## src/hdl/brm_defs.svh

```systemverilog
`ifndef BRM_DEFS_SVH
`define BRM_DEFS_SVH

// Register byte offsets.
`define BRM_ADDR_CTRL          8'h00
`define BRM_ADDR_STATUS        8'h04
`define BRM_ADDR_PULSES        8'h08
`define BRM_ADDR_CYCLES        8'h0c

// Control register fields.
`define BRM_RATE_BIT_WEIGHT_1  0
`define BRM_RATE_BIT_WEIGHT_32 5
`define BRM_CTRL_CLEAR         8
`define BRM_CTRL_ENABLE_N      9
`define BRM_CTRL_STROBE        10
`define BRM_CTRL_UNITY         11
`define BRM_CTRL_UNITY_SRC     12
`define BRM_CTRL_MSB           12
`define BRM_CTRL_RESET         13'h0e00
`define BRM_CTRL_MASK          13'h1f3f

// Status register fields.
`define BRM_STAT_RATE_OUT_N    8
`define BRM_STAT_GATED_OUT     9
`define BRM_STAT_ENABLE_OUT_N  10

// Pulse statistics fields.
`define BRM_PULSE_GATED_LSB    8

// Counter timing.
`define BRM_COUNT_WIDTH        6
`define BRM_COUNT_LAST         6'h3f

`endif

```

## src/hdl/brm_pkg.sv

```systemverilog
package brm_pkg;

    typedef enum logic
    {
        BRM_UNITY_REG   = 1'b0,
        BRM_UNITY_CLOCK = 1'b1
    } brm_unity_src_t;

    typedef enum logic [1:0]
    {
        BRM_IDLE  = 2'b00,
        BRM_READ  = 2'b01,
        BRM_WRITE = 2'b10
    } brm_phase_t;

endpackage : brm_pkg

```

## src/hdl/brm_step_counter.sv

```systemverilog
`timescale 1ns/1ps
`default_nettype none
`include "brm_defs.svh"

module brm_step_counter
(
    input  wire logic       clk,
    input  wire logic       rst_n,
    input  wire logic       clear,
    input  wire logic       step,
    output var  logic [5:0] count,
    output var  logic       terminal
);

    always_ff @(posedge clk or negedge rst_n)
    begin
        if (!rst_n)
        begin
            count <= 6'h00;
        end
        else if (clear)
        begin
            count <= 6'h00;
        end
        else if (step)
        begin
            count <= count + 6'h01;
        end
    end

    assign terminal = (count == `BRM_COUNT_LAST);

endmodule : brm_step_counter

`default_nettype wire

```

## src/hdl/brm_rate_decode.sv

```systemverilog
`timescale 1ns/1ps
`default_nettype none

module brm_rate_decode
(
    input  wire logic [5:0] rate,
    input  wire logic [5:0] count,
    input  wire logic       gate,
    output var  logic       any_hit
);

    logic [5:0] hit;

    // Weight 2^k fires when the low 6-k count bits equal a single one in
    // their top position, so the six patterns never coincide.
    for (genvar k = 0; k < 6; k++)
    begin : g_bit
        localparam int W = 6 - k;
        logic [W-1:0] pattern;
        assign pattern = W'(1) << (W - 1);
        assign hit[k]  = rate[k] & (count[W-1:0] == pattern);
    end

    assign any_hit = gate & (|hit);

endmodule : brm_rate_decode

`default_nettype wire

```

## src/hdl/brm_top.sv

```systemverilog
`timescale 1ns/1ps
`default_nettype none
`include "brm_defs.svh"

module brm_top
    import brm_pkg::*;
(
    input  wire logic        hclk,
    input  wire logic        hresetn,
    input  wire logic        hsel,
    input  wire logic [31:0] haddr,
    input  wire logic [1:0]  htrans,
    input  wire logic        hwrite,
    input  wire logic [2:0]  hsize,
    input  wire logic [31:0] hwdata,
    input  wire logic        hready,
    output var  logic [31:0] hrdata,
    output var  logic        hreadyout,
    output var  logic        hresp,
    output var  logic        rate_out_n,
    output var  logic        gated_out,
    output var  logic        enable_out_n
);

    ////////////////////////////////////////////////////////////////////////
    // Declarations.

    brm_phase_t                phase;
    logic [7:0]                dp_addr;
    logic                      addr_ok;
    logic [`BRM_CTRL_MSB:0]    ctrl;
    logic [`BRM_CTRL_MSB:0]    next_ctrl;
    logic [31:0]               rd_val;

    logic [5:0]                rate;
    logic                      clear;
    logic                      enable_n;
    logic                      strobe;
    logic                      unity_bit;
    brm_unity_src_t            unity_src;

    logic [5:0]                count;
    logic                      terminal;
    logic                      active;
    logic                      wrap;
    logic                      any_hit;
    logic                      clock_phase;
    logic                      next_unity;
    logic                      next_rate_out_n;
    logic                      next_gated_out;
    logic                      next_enable_out_n;

    logic [6:0]                z_run;
    logic [6:0]                y_run;
    logic [6:0]                z_last;
    logic [6:0]                y_last;
    logic [31:0]               cycles;

    ////////////////////////////////////////////////////////////////////////
    // Bus slave: address phase capture.

    assign addr_ok = hsel & htrans[1] & hready;

    always_ff @(posedge hclk or negedge hresetn)
    begin
        if (!hresetn)
        begin
            phase <= BRM_IDLE;
        end
        else if (addr_ok)
        begin
            phase <= hwrite ? BRM_WRITE : BRM_READ;
        end
        else
        begin
            phase <= BRM_IDLE;
        end
    end

    always_ff @(posedge hclk or negedge hresetn)
    begin
        if (!hresetn)
        begin
            dp_addr <= 8'h00;
        end
        else if (addr_ok)
        begin
            dp_addr <= haddr[7:0];
        end
    end

    // hreadyout is low in reset and until the first clock edge after it; the slave then never inserts wait states and never signals an error.
    always_ff @(posedge hclk or negedge hresetn)
    begin
        if (!hresetn)
        begin
            hreadyout <= 1'b0;
            hresp     <= 1'b0;
        end
        else
        begin
            hreadyout <= 1'b1;
            hresp     <= 1'b0;
        end
    end

    ////////////////////////////////////////////////////////////////////////
    // Control register.

    always_comb
    begin
        next_ctrl = ctrl;
        unique case (phase)
            BRM_WRITE:
            begin
                if (dp_addr == `BRM_ADDR_CTRL)
                begin
                    next_ctrl = hwdata[`BRM_CTRL_MSB:0] & `BRM_CTRL_MASK;
                end
            end
            BRM_IDLE, BRM_READ:
            begin
                next_ctrl = ctrl;
            end
            default:
            begin
                next_ctrl = ctrl;
            end
        endcase
    end

    always_ff @(posedge hclk or negedge hresetn)
    begin
        if (!hresetn)
        begin
            ctrl <= `BRM_CTRL_RESET;
        end
        else
        begin
            ctrl <= next_ctrl;
        end
    end

    // Rate is read live every cycle, so software may change it freely.
    assign rate      = ctrl[`BRM_RATE_BIT_WEIGHT_32:`BRM_RATE_BIT_WEIGHT_1];
    assign clear     = ctrl[`BRM_CTRL_CLEAR];
    assign enable_n  = ctrl[`BRM_CTRL_ENABLE_N];
    assign strobe    = ctrl[`BRM_CTRL_STROBE];
    assign unity_bit = ctrl[`BRM_CTRL_UNITY];
    assign unity_src = brm_unity_src_t'(ctrl[`BRM_CTRL_UNITY_SRC]);

    ////////////////////////////////////////////////////////////////////////
    // Read data.

    // Control reads see a write that completes in the same cycle.
    always_comb
    begin
        rd_val = 32'h0000_0000;
        unique case (haddr[7:0])
            `BRM_ADDR_CTRL:
            begin
                rd_val[`BRM_CTRL_MSB:0] = next_ctrl;
            end
            `BRM_ADDR_STATUS:
            begin
                rd_val[5:0]                    = count;
                rd_val[`BRM_STAT_RATE_OUT_N]   = rate_out_n;
                rd_val[`BRM_STAT_GATED_OUT]    = gated_out;
                rd_val[`BRM_STAT_ENABLE_OUT_N] = enable_out_n;
            end
            `BRM_ADDR_PULSES:
            begin
                rd_val[6:0]                         = z_last;
                rd_val[`BRM_PULSE_GATED_LSB +: 7]   = y_last;
            end
            `BRM_ADDR_CYCLES:
            begin
                rd_val = cycles;
            end
            default:
            begin
                rd_val = 32'h0000_0000;
            end
        endcase
    end

    always_ff @(posedge hclk or negedge hresetn)
    begin
        if (!hresetn)
        begin
            hrdata <= 32'h0000_0000;
        end
        else if (addr_ok && !hwrite)
        begin
            hrdata <= rd_val;
        end
    end

    ////////////////////////////////////////////////////////////////////////
    // Counter and rate decoding.

    assign active = ~clear & ~strobe & ~enable_n;
    assign wrap   = active & terminal;

    brm_step_counter u_counter
    (
        .clk      (hclk),
        .rst_n    (hresetn),
        .clear    (clear),
        .step     (active),
        .count    (count),
        .terminal (terminal)
    );

    brm_rate_decode u_decode
    (
        .rate     (rate),
        .count    (count),
        .gate     (active),
        .any_hit  (any_hit)
    );

    ////////////////////////////////////////////////////////////////////////
    // Emulated input clock for the unity path.

    // Toggles every cycle so a gated output fed from it shows a clock wave.
    always_ff @(posedge hclk or negedge hresetn)
    begin
        if (!hresetn)
        begin
            clock_phase <= 1'b0;
        end
        else
        begin
            clock_phase <= ~clock_phase;
        end
    end

    always_comb
    begin
        unique case (unity_src)
            BRM_UNITY_CLOCK:
            begin
                next_unity = ~clock_phase;
            end
            BRM_UNITY_REG:
            begin
                next_unity = unity_bit;
            end
        endcase
    end

    ////////////////////////////////////////////////////////////////////////
    // Output stage.

    // A rate of zero never hits, so the raw output stays high.
    assign next_rate_out_n   = ~any_hit;
    // Low unity holds the gated output high; inhibited decode passes unity inverted.
    assign next_gated_out    = ~(next_rate_out_n & next_unity);
    // Clear forces enable high and counting stops; low while count is 63 and enable_n is low, even when strobe holds it there.
    assign next_enable_out_n = ~(~clear & ~enable_n & terminal);

    always_ff @(posedge hclk or negedge hresetn)
    begin
        if (!hresetn)
        begin
            rate_out_n   <= 1'b1;
            gated_out    <= 1'b1;
            enable_out_n <= 1'b1;
        end
        else
        begin
            rate_out_n   <= next_rate_out_n;
            gated_out    <= next_gated_out;
            enable_out_n <= next_enable_out_n;
        end
    end

    ////////////////////////////////////////////////////////////////////////
    // Pulse statistics per 64-count cycle.

    always_ff @(posedge hclk or negedge hresetn)
    begin
        if (!hresetn)
        begin
            z_run <= 7'h00;
            y_run <= 7'h00;
        end
        else if (clear || wrap)
        begin
            z_run <= 7'h00;
            y_run <= 7'h00;
        end
        else if (active)
        begin
            z_run <= z_run + {6'h00, ~next_rate_out_n};
            y_run <= y_run + {6'h00, next_gated_out};
        end
    end

    always_ff @(posedge hclk or negedge hresetn)
    begin
        if (!hresetn)
        begin
            z_last <= 7'h00;
            y_last <= 7'h00;
        end
        else if (wrap)
        begin
            z_last <= z_run + {6'h00, ~next_rate_out_n};
            y_last <= y_run + {6'h00, next_gated_out};
        end
    end

    always_ff @(posedge hclk or negedge hresetn)
    begin
        if (!hresetn)
        begin
            cycles <= 32'h0000_0000;
        end
        else if (wrap)
        begin
            cycles <= cycles + 32'h0000_0001;
        end
    end

    // Stage cascading is wiring outside this block.

endmodule : brm_top

`default_nettype wire

```

## config.mk

```make
export PLATFORM = sky130hd
export DESIGN_NAME = brm_top
export DESIGN_NICKNAME = d
export VERILOG_FILES = /design/src/hdl/brm_pkg.sv /design/src/hdl/brm_step_counter.sv /design/src/hdl/brm_rate_decode.sv /design/src/hdl/brm_top.sv
export VERILOG_INCLUDE_DIRS = /design/src /design/src/hdl
export SDC_FILE = /design/constraint.sdc
export NUM_CORES = 1
export LEC_CHECK = 0
export BUFFER_PORTS_ARGS = -buffer_cell sky130_fd_sc_hd__buf_2
export CAP_MARGIN = 25
export CORE_MARGIN = 2
export CORE_UTILIZATION = 55
export DETAILED_ROUTE_END_ITERATION = 10
export GPL_ROUTABILITY_DRIVEN = 0
export GPL_TIMING_DRIVEN = 0
export HOLD_SLACK_MARGIN = 0.06
export PLACE_DENSITY = 0.79
export SYNTH_ARGS = -nofsm -noshare
export SYNTH_HDL_FRONTEND = slang
export SYNTH_SLANG_ARGS = --single-unit
```

## constraint.sdc

```tcl
create_clock -name hclk -period 2.7 [get_ports hclk]
set_clock_uncertainty 0.1 [all_clocks]
set_input_delay 0.27 -clock hclk [delete_from_list [all_inputs] [get_ports hclk]]
set_output_delay 0.27 -clock hclk [all_outputs]
set_load 0.01 [all_outputs]
```

==> After elaboration in Yosys (flattened, before gate mapping) <==
Index checks and enable logic that the tools add are counted.
W data, S select, Z words.
{ "word_totals": {"register_bits": 126, "latch_bits": 0, "ram_bits": 0, "romBits": 0, "inputBits": 74, "wordCells": 78, "mem_count": 0} }
{ "op_classes": {"n_addsub": 4, "multipliers": 0, "div_mod_pow": 0, "magnitude_cmp": 0, "eq_ne": 10, "shifts": 0, "muxes": 18, "bitwise_logic": 23, "reduce_logical": 8} }
{ "ops": {"columns": ["op", "n"], "rows": [
  ["$add A32 B1 Y32 const B", 1],
  ["$mux W7", 4],
  ["$mux W13", 2],
  ["$pmux W6 S4", 1],
  ["$mux W17", 1],
  ["$eq A8 B4 Y1 const B", 2],
  ["$logic_not A8 Y1", 2],
  ["$and A1 B1 Y1", 15],
  ["$add A7 B1 Y7", 2],
  ["$eq A6 B6 Y1 const B", 2],
  ["$mux W6", 2],
  ["$pmux W3 S4", 1],
  ["$eq A8 B3 Y1 const B", 1],
  ["$not A1 Y1", 8],
  ["$add A6 B1 Y6 const B", 1],
  ["$pmux W2 S3", 1],
  ["$reduce_or A6 Y1", 1],
  ["$eq A5 B5 Y1 const B", 1],
  ["$eq A2 B2 Y1 const B", 2],
  ["$eq A4 B4 Y1 const B", 1],
  ["$mux W2", 2],
  ["$pmux W1 S2", 2],
  ["$pmux W2 S2", 1],
  ["$reduce_bool A2 Y1", 2],
  ["other kinds (5)", 5]
]} }

==> Longest topological paths before layout <==
Gate-level depths: netlist (run 1).
{ "logic_depth": {"word_depth": 10, "mapped_depth": 12, "depth_no_buf": 12} }

==> Hierarchy <==
From an unflattened synthesis (run 1), not the netlist that was laid out.
{ "hier_totals": {"cells_unflattened": 492, "hier_area_um2": 5786.8} }
{ "modules_own_cells": {"columns": ["mod", "instances", "cells_per_inst", "area_per_inst_um2", "seq_area_each_um2"], "rows": [
  ["brm_top", 1, 454, 5440.2, 3010.4],
  ["brm_step_counter", 1, 28, 281.5, 150.1],
  ["brm_rate_decode", 1, 10, 65.1, 0.0]
]} }

==> Worst setup path before layout (run 1) <==
No wires, ideal clock.
{ "synth_timing": {"path_kind": "register to register", "from": "register u_counter.count[0]", "to": "register y_last[6]", "setup_ns": 0.126, "t_arrival_ns": 2.222, "setup_slack_ns": 0.253, "path_stages_with_launch": 13, "path_buffers": 0, "synth_period_minus_slack_ns": 2.447, "cell_sequence": "dfrtp_1 -> inv_1 -> ha_1 -> inv_1 -> a2111oi_0 -> o21ai_1 -> o211ai_1 -> ha_1 -> ha_1 -> and3_1 -> nand3_1 -> xor2_1 -> a21oi_1"} }
{ "synth_via": {"elab_chain_cells": 8} }
{ "synth_rtl": {"columns": ["element", "line_no", "source"], "rows": [
  ["start, declared", "brm_step_counter.sv:11", "output var logic [5:0] count,"],
  ["start signal, assigned", "brm_step_counter.sv:27", "count <= count + 6'h01;"],
  ["$eq A6 B6 Y1, or another cell as far along", "brm_rate_decode.sv:21", "assign hit[k] = rate[k] & (count[W-1:0] == pattern);"],
  ["$and A1 B1 Y1", "brm_rate_decode.sv:21", null],
  ["$reduce_or A6 Y1 (*)", "brm_rate_decode.sv:24", "assign any_hit = gate & (|hit);"],
  ["$and A1 B1 Y1 (*)", "brm_rate_decode.sv:24", null],
  ["$not A1 Y1 (*)", "brm_top.sv:257", "assign next_rate_out_n = ~any_hit;"],
  ["via next_rate_out_n", "brm_top.sv:49", "logic next_rate_out_n;"],
  ["$and A1 B1 Y1 (*)", "brm_top.sv:259", "assign next_gated_out = ~(next_rate_out_n & next_unity);"],
  ["$not A1 Y1 (*)", "brm_top.sv:259", null],
  ["via next_gated_out", "brm_top.sv:50", "logic next_gated_out;"],
  ["$add A7 B1 Y7 (*)", "brm_top.sv:311", "y_last <= y_run + {6'h00, next_gated_out};"],
  ["end signal, assigned", "brm_top.sv:311", null],
  ["end, declared", "brm_top.sv:56", "logic [6:0] y_last;"]
]} }
The timed path passes the listed nets; every way through them passes the cells marked *.
A chain may end at the register's enable or synchronous reset.

==> Final worst setup path (run 1) <==
{ "layout_timing": {"from": "register u_counter.count[3]", "to": "register y_run[6]"} }
{ "layout_via": {"elab_chain_cells": 10} }
{ "layout_rtl": {"columns": ["element", "line_no", "source"], "rows": [
  ["$eq A6 B6 Y1, or another cell as far along", "brm_rate_decode.sv:21", null],
  ["$and A1 B1 Y1", "brm_rate_decode.sv:21", null],
  ["$reduce_or A6 Y1 (*)", "brm_rate_decode.sv:24", null],
  ["$and A1 B1 Y1 (*)", "brm_rate_decode.sv:24", null],
  ["$not A1 Y1 (*)", "brm_top.sv:257", null],
  ["via next_rate_out_n", "brm_top.sv:49", null],
  ["$and A1 B1 Y1 (*)", "brm_top.sv:259", null],
  ["$not A1 Y1 (*)", "brm_top.sv:259", null],
  ["via next_gated_out", "brm_top.sv:50", null],
  ["$add A7 B1 Y7 (*)", "brm_top.sv:297", "y_run <= y_run + {6'h00, next_gated_out};"],
  ["$mux W7 (*)", "brm_top.sv:294", "else if (active)"],
  ["$mux W7 (*)", "brm_top.sv:289", "else if (clear || wrap)"],
  ["end signal, assigned", "brm_top.sv:297", null],
  ["end, declared", "brm_top.sv:54", "logic [6:0] y_run;"]
]} }
The timed path passes the listed nets; every way through them passes the cells marked *. The select of a mux whose other input is x is not followed.

==> results of run 1 <==
-- metrics by stage --
| step | power, mW | hold WS, ns | worst slack [ns] | std cells | TNS (ns) |
|---|---|---|---|---|---|
| floorplan | 2.21 | -0.126 | 0.253 | 510 | 0 |
| global placement | 2.35 | 0.307 | -0.270 | 704 | -32.30 |
| finish | 4.60 | 0.0856 | 0.0973 | 763 | 0 |
| CTS | 4.60 | 0.0744 | 0.00431 | 759 | 0 |
| detailed placement | 2.37 | 0.0649 | -0.330 | 705 | -1.76 |
| global route | 4.76 | 0.105 | -0.00233 | 763 | -0.00460 |
-- repair_timing --
| action | CTS | global route |
|---|---|---|
| gates resized for setup | 9 | 10 |
| hold buffers | 19 | 0 |
| endpoints found under the hold margin | 153 | 0 |
| endpoints found under the setup margin | 16 | 5 |
| pin swaps | 4 | 5 |
| buffers inserted | 3 | 4 |
-- final timing paths --
check | end | slack [ns] | startpoint | cells after the start
max in group asynchronous | u_counter.count[0] | 1.62 | hresetn | 3
min reg2reg | clock_phase | 0.32 | clock_phase | 1
max | y_run[6] | 0.1 | u_counter.count[3] | 10
min in group hclk | phase[1] | 0.19 | hready | 3
max reg2reg | y_run[6] | 0.1 | u_counter.count[3] | 10
min | hrdata[15] | 0.09 | hresetn | 2
-- power groups by stage --
| stage | Clock (mW) | Sequential [mW] | Combinational, mW |
|---|---|---|---|
| after floorplan | 0 | 2.06 | 0.150 |
| after global routing | 2.32 | 2.04 | 0.396 |
| after CTS | 2.23 | 2.03 | 0.347 |
| after global placement | 0 | 2.06 | 0.287 |
| final | 2.21 | 2.04 | 0.360 |
| after detailed placement | 0 | 2.06 | 0.305 |
-- kinds of logic after synthesis --
family                   after synthesis  synth area share
AO/OA/AOI/OAI                         94             0.113
XOR/XNOR                              41            0.0622
adder cells (fa/ha/maj)                8            0.0173
buffers and inverters                 45            0.0336
flip-flops                           126             0.547
multiplexers                          38            0.0706
other                                  2           0.00130
AND/OR/NAND/NOR                      156             0.155
-- synth_stat cells (13+ instances only) --
cell	count
a22o_1	32
clkbuf_1	15
nor2_1	33
o21ai_1	13
inv_1	21
mux2i_1	16
nand2_1	18
mux2_2	17
dfrtp_1	120
nand3_1	19
a21oi_1	16
xnor2_1	29
nand4_1	20
-- cell type report --
class	count	area [sq um]
clock inverters	12	146
flip-flops and latches	126	3160
plain buffers	24	115
repair buffers	85	567
clock buffers	20	425
fillers	685	3110
well taps	136	170
inverters	21	78.8
multi-input cells	339	2500
-- flip-flops by register name (all words and copies together) (netlist names) --
register	flops
u_counter.count	6
hreadyout	1
phase	2
enable_out_n	1
y_run	7
cycles	32
dp_addr	8
y_last	7
z_last	7
ctrl	13
z_run	7
rate_out_n	1
hrdata	32
gated_out	1
clock_phase	1
-- routing by layer --
metal / track usage / vias up / routed length, um
met3: 0.0595 / 48 / 757
met1: 0.327 / 2260 / 5820
met4: 0.136 / 0 / 505
met2: 0.439 / 204 / 7270
li1: - / 2064 / -
met5: 0 / - / 0
-- critical path: cells and delay by family, from the launching register on --
kind	cells	cell delay, ns
flops	1	0.46
xor+xnor	1	0.19
simple gates	3	0.53
fa+ha+maj	2	0.42
compound gates	4	0.78
==> results.cfg, run 1 <==
[run_status]
status = finished, final reports clean

[clock_network]
numCtsBuffers = 17
cts_root_buf = clkbuf_8
cts_tree = done
htreeDepth = 4
clkTransAtPathRegs_ns = 0.06
clk_path_buf_depth = 2
clk_latency_ns = 0.53
clock_sinks = 126

[run]
cap_viol_max_count = 0

[floorplan]
core_sq_mm = 0.0103
start_util = 0.562
die_x_um = 106
rows = 37
die_height_um = 106
ios = 111
die_area_sq_mm = 0.0113

[grt]
grt_use_total = 0.265
grt_first_pass_wirelength_um = 23100
gr-total-overflow = 0
grt_pass1_vias = 4590
grt_antenna_before_repair = 0
grt_max_degree = 97

[worst_setup_path]
cp_slowest_cell = dfrtp_2
end_kind = flop
timing.critical_path.required_ns = 2.99
max_stage_delay_ns = 0.46
path_cells = nor2b_2 > a2111oi_4 > o21ai_4 > o211ai_1 > ha_2 > ha_4 > and3_4 > nand3_1 > xor2_2 > o21ai_1
arrival_ns = 2.89
path_max_fanout = 7
criticalPathCategory = reg -> reg
start_kind = flop

[cells_and_area]
finalInstanceArea_sq_mm = 0.00717
fin_nets = 696
area_delta_synth_final_pct = 24.2
fin_util = 0.698
drive_gt1_frac = 0.236
final_cell_mix = dfrtp_1 (117), buf_2 (62), nor2_1 (33)
antenna_cells = 0
final_common_cell = dfrtp_1

[routing]
wl_um = 14400
remaining_drc_errors = 0
dr.pass1.iters = 5
vias_per_cell = 6.00
wire_per_inst_um = 18.8
via_count = 4576
drtIter0Drc = 425
postRouteAntennaNets = 0

[timing]
slew_headroom = 0.437
finalSetupViolCount = 0
hold_viol_final = 0
finalCritPeriodShare = 0.964
worst_pin_slew_ns = 0.837
max_freq_ghz = 0.384
fin_crit_ns = 2.60
slew_viol_final = 0

[power]
power_frac_seq = 0.442
comb_power_share = 0.078
p_sw_mw = 1.09
leakage_nw = 3.44
switching_share = 0.236
internal_power_mw = 3.52
pwr-share-clk = 0.480
vdd_drop_max_mv = 0.332
pwr_density_cell_mw_per_mm2 = 642

[synthesis]
yosys.area.top_type = dfrtp_1
synthTopCellsByArea = dfrtp_1 (52%), a22o_1 (4.9%), xnor2_1 (4.4%)
synth_enable_flop_cells = 0
synth_nets = 592
ys.flop_type = dfrtp_1
synth_cells = 510
yosysSeqAreaShare = 0.547
synth_seq_cells = 126
synth_top_cell_area_share = 0.520
syn_area_sq_mm = 0.00577
ys_types = 49
ys_warn_count = 0
syn-mean-instance-area_sq_um = 11.3
asyncSetResetFlopFracSynth = 1.00

[placed_design]
dpl_cell_area_sq_mm = 0.00627
place_hpwl_um = 9190
port_buffers = 58

[hold_path]
min_path_type = in -> async
Note: power is estimated with default switching activity, not from simulation.
==> run 2, diff against run 1 <==
CORE_MARGIN = 8   (was 2)
GPL_TIMING_DRIVEN = not set   (was 0)
==> run 2 against run 1 <==
Wire length rose by 5.4%. First-iteration DRC count rose by 31%. Design area is 0.65% higher. Via count rose by 0.48%. Die area is 24% higher. Register-to-register slack got worse by 0.05 ns. Sequential share of layout area down 0.33 points. Critical path type unchanged. Largest power group unchanged.
==> results.cfg, run 2 (synthesis results as in run 1) <==
[power]
power_frac_seq = 0.420
p_sw_mw = 1.12
pwr_density_cell_mw_per_mm2 = 670
leakage_nw = 3.49
switching_share = 0.231
vdd_drop_max_mv = 0.337
comb_power_share = 0.077
internal_power_mw = 3.72
finalPower_mw = 4.83
pwr-share-clk = 0.502

[routing]
dr.pass1.iters = 5
drtIter0Drc = 555
wl_um = 15100
postRouteAntennaNets = 0
wire_per_inst_um = 19.9
remaining_drc_errors = 0
vias_per_cell = 6.07
via_count = 4598

[clock_network]
cts_tree = done
htreeDepth = 4
clock_sinks = 126
cts_root_buf = clkbuf_8
clk_path_buf_depth = 2
clkTransAtPathRegs_ns = 0.06
clk_latency_ns = 0.53
numCtsBuffers = 17

[grt]
grt_use_total = 0.220
gr-total-overflow = 0
grt_first_pass_wirelength_um = 24700
grt_antenna_before_repair = 0
grt_pass1_vias = 4754
grt_max_degree = 61

[run]
cap_viol_max_count = 0

[floorplan]
rows = 37
die_x_um = 118
ios = 111
core_sq_mm = 0.0103
die_area_sq_mm = 0.0140
die_height_um = 118
start_util = 0.562

[cells_and_area]
antenna_cells = 0
area_delta_synth_final_pct = 25.0
drive_gt1_frac = 0.246
finalInstanceArea_sq_mm = 0.00722
final_common_cell = dfrtp_1
final_cell_mix = dfrtp_1 (120), buf_2 (59), nor2_1 (33)
fin_nets = 691
finalNonFillerCells = 758
fill_cells = 716
reg_top3 = cycles x32, hrdata x32, ctrl x13

[placed_design]
port_buffers = 60
dpl_cell_area_sq_mm = 0.00633
post-place-cells = 706
place_hpwl_um = 9550

[worst_setup_path]
end_kind = flop
arrival_ns = 2.96
r2r_slack_ns = 0.04
timing.critical_path.required_ns = 3.00
start_kind = flop
criticalPathCategory = reg -> reg
path_max_fanout = 3

[timing]
tns_ns = 0
max_freq_ghz = 0.376
slew_viol_final = 0
fin_hold_ws_ns = 0.127
fin_crit_ns = 2.66
finalCritPeriodShare = 0.984
finalSetupViolCount = 0
worst_pin_slew_ns = 0.762
slew_headroom = 0.491
hold_viol_final = 0

[hold_path]
min_path_type = in -> reg

[run_status]
status = finished, final reports clean
## run 2: changes by cell type in the layout (fill, tap and decap cells not counted), moves of 2 or more
cell / delta
dfrtp_1: +3
buf_2: -3
bufinv_16: +2
nor3_2: +2
buf_4: +15
dfrtp_2: -3
clkbuf_1: -14
clkinv_2: -2
buf_6: -2
## run 2: critical path: stages (launching register included)
cell     delay [ns]
dfrtp_1        0.36
inv_1          0.10
ha_1           0.25
a22oi_2        0.19
nand2_1        0.12
o21ai_4        0.22
buf_4          0.15
inv_1          0.03
ha_1           0.20
ha_2           0.18
and3_1         0.19
nand3_1        0.12
xor2_2         0.20
a21oi_1        0.11
## run 2: power groups by stage
stage	clock network [mW]	logic, mW	registers [mW]
after detailed placement	0	0.325	2.06
final	2.43	0.374	2.03
after global placement	0	0.309	2.05
after CTS	2.43	0.360	2.03
after global routing	2.53	0.407	2.04
after floorplan	0	0.150	2.06
## run 2: worst paths after layout
path / endpoint / depth (start not counted) / startpoint
max: z_last[6] / 13 / u_counter.count[0]
min: hrdata[14] / 3 / haddr[3]
max reg2reg: z_last[6] / 13 / u_counter.count[0]
min reg2reg: clock_phase / 1 / clock_phase
max in group asynchronous: ctrl[9] / 3 / hresetn
min in group asynchronous: cycles[14] / 2 / hresetn
## run 2: metrics by stage
stage	setup slack [ns]	util
4_1_cts	0.0122	0.698
3_3_place_gp	0.0244	0.616
2_1_floorplan	0.253	-
5_1_grt	-0.0436	0.702
6_report	0.0432	0.702
3_5_place_dp	-0.0224	0.616
## run 2: layout make-up
cell class | count | area, sq um | area share
inverters | 21 | 78.8 | 0.0109
clock buffers | 21 | 429 | 0.0595
well taps | 136 | 170 | 0.0236
repair buffers | 104 | 693 | 0.0960
clock inverters | 11 | 189 | 0.0262
multi-input cells | 339 | 2500 | 0.346
flip-flops and latches | 126 | 3160 | 0.438
## run 2: per-layer routing
metal | GRT usage | wire (um) | vias to the layer above
met5 | 0 | 0 | -
met3 | 0.0581 | 886 | 51
li1 | - | - | 2045
met1 | 0.251 | 5800 | 2311
met2 | 0.376 | 7880 | 191
met4 | 0.112 | 551 | 0
## run 2: what timing repair did
item / CTS / global route
cloned: 0 / 0
pin swaps: 1 / 7
hold endpoints to repair: 73 / 0
setup buffers: 1 / 0
endpoints found under the setup margin: 8 / 7
hold buffers: 19 / 0
gates resized for setup: 5 / 8
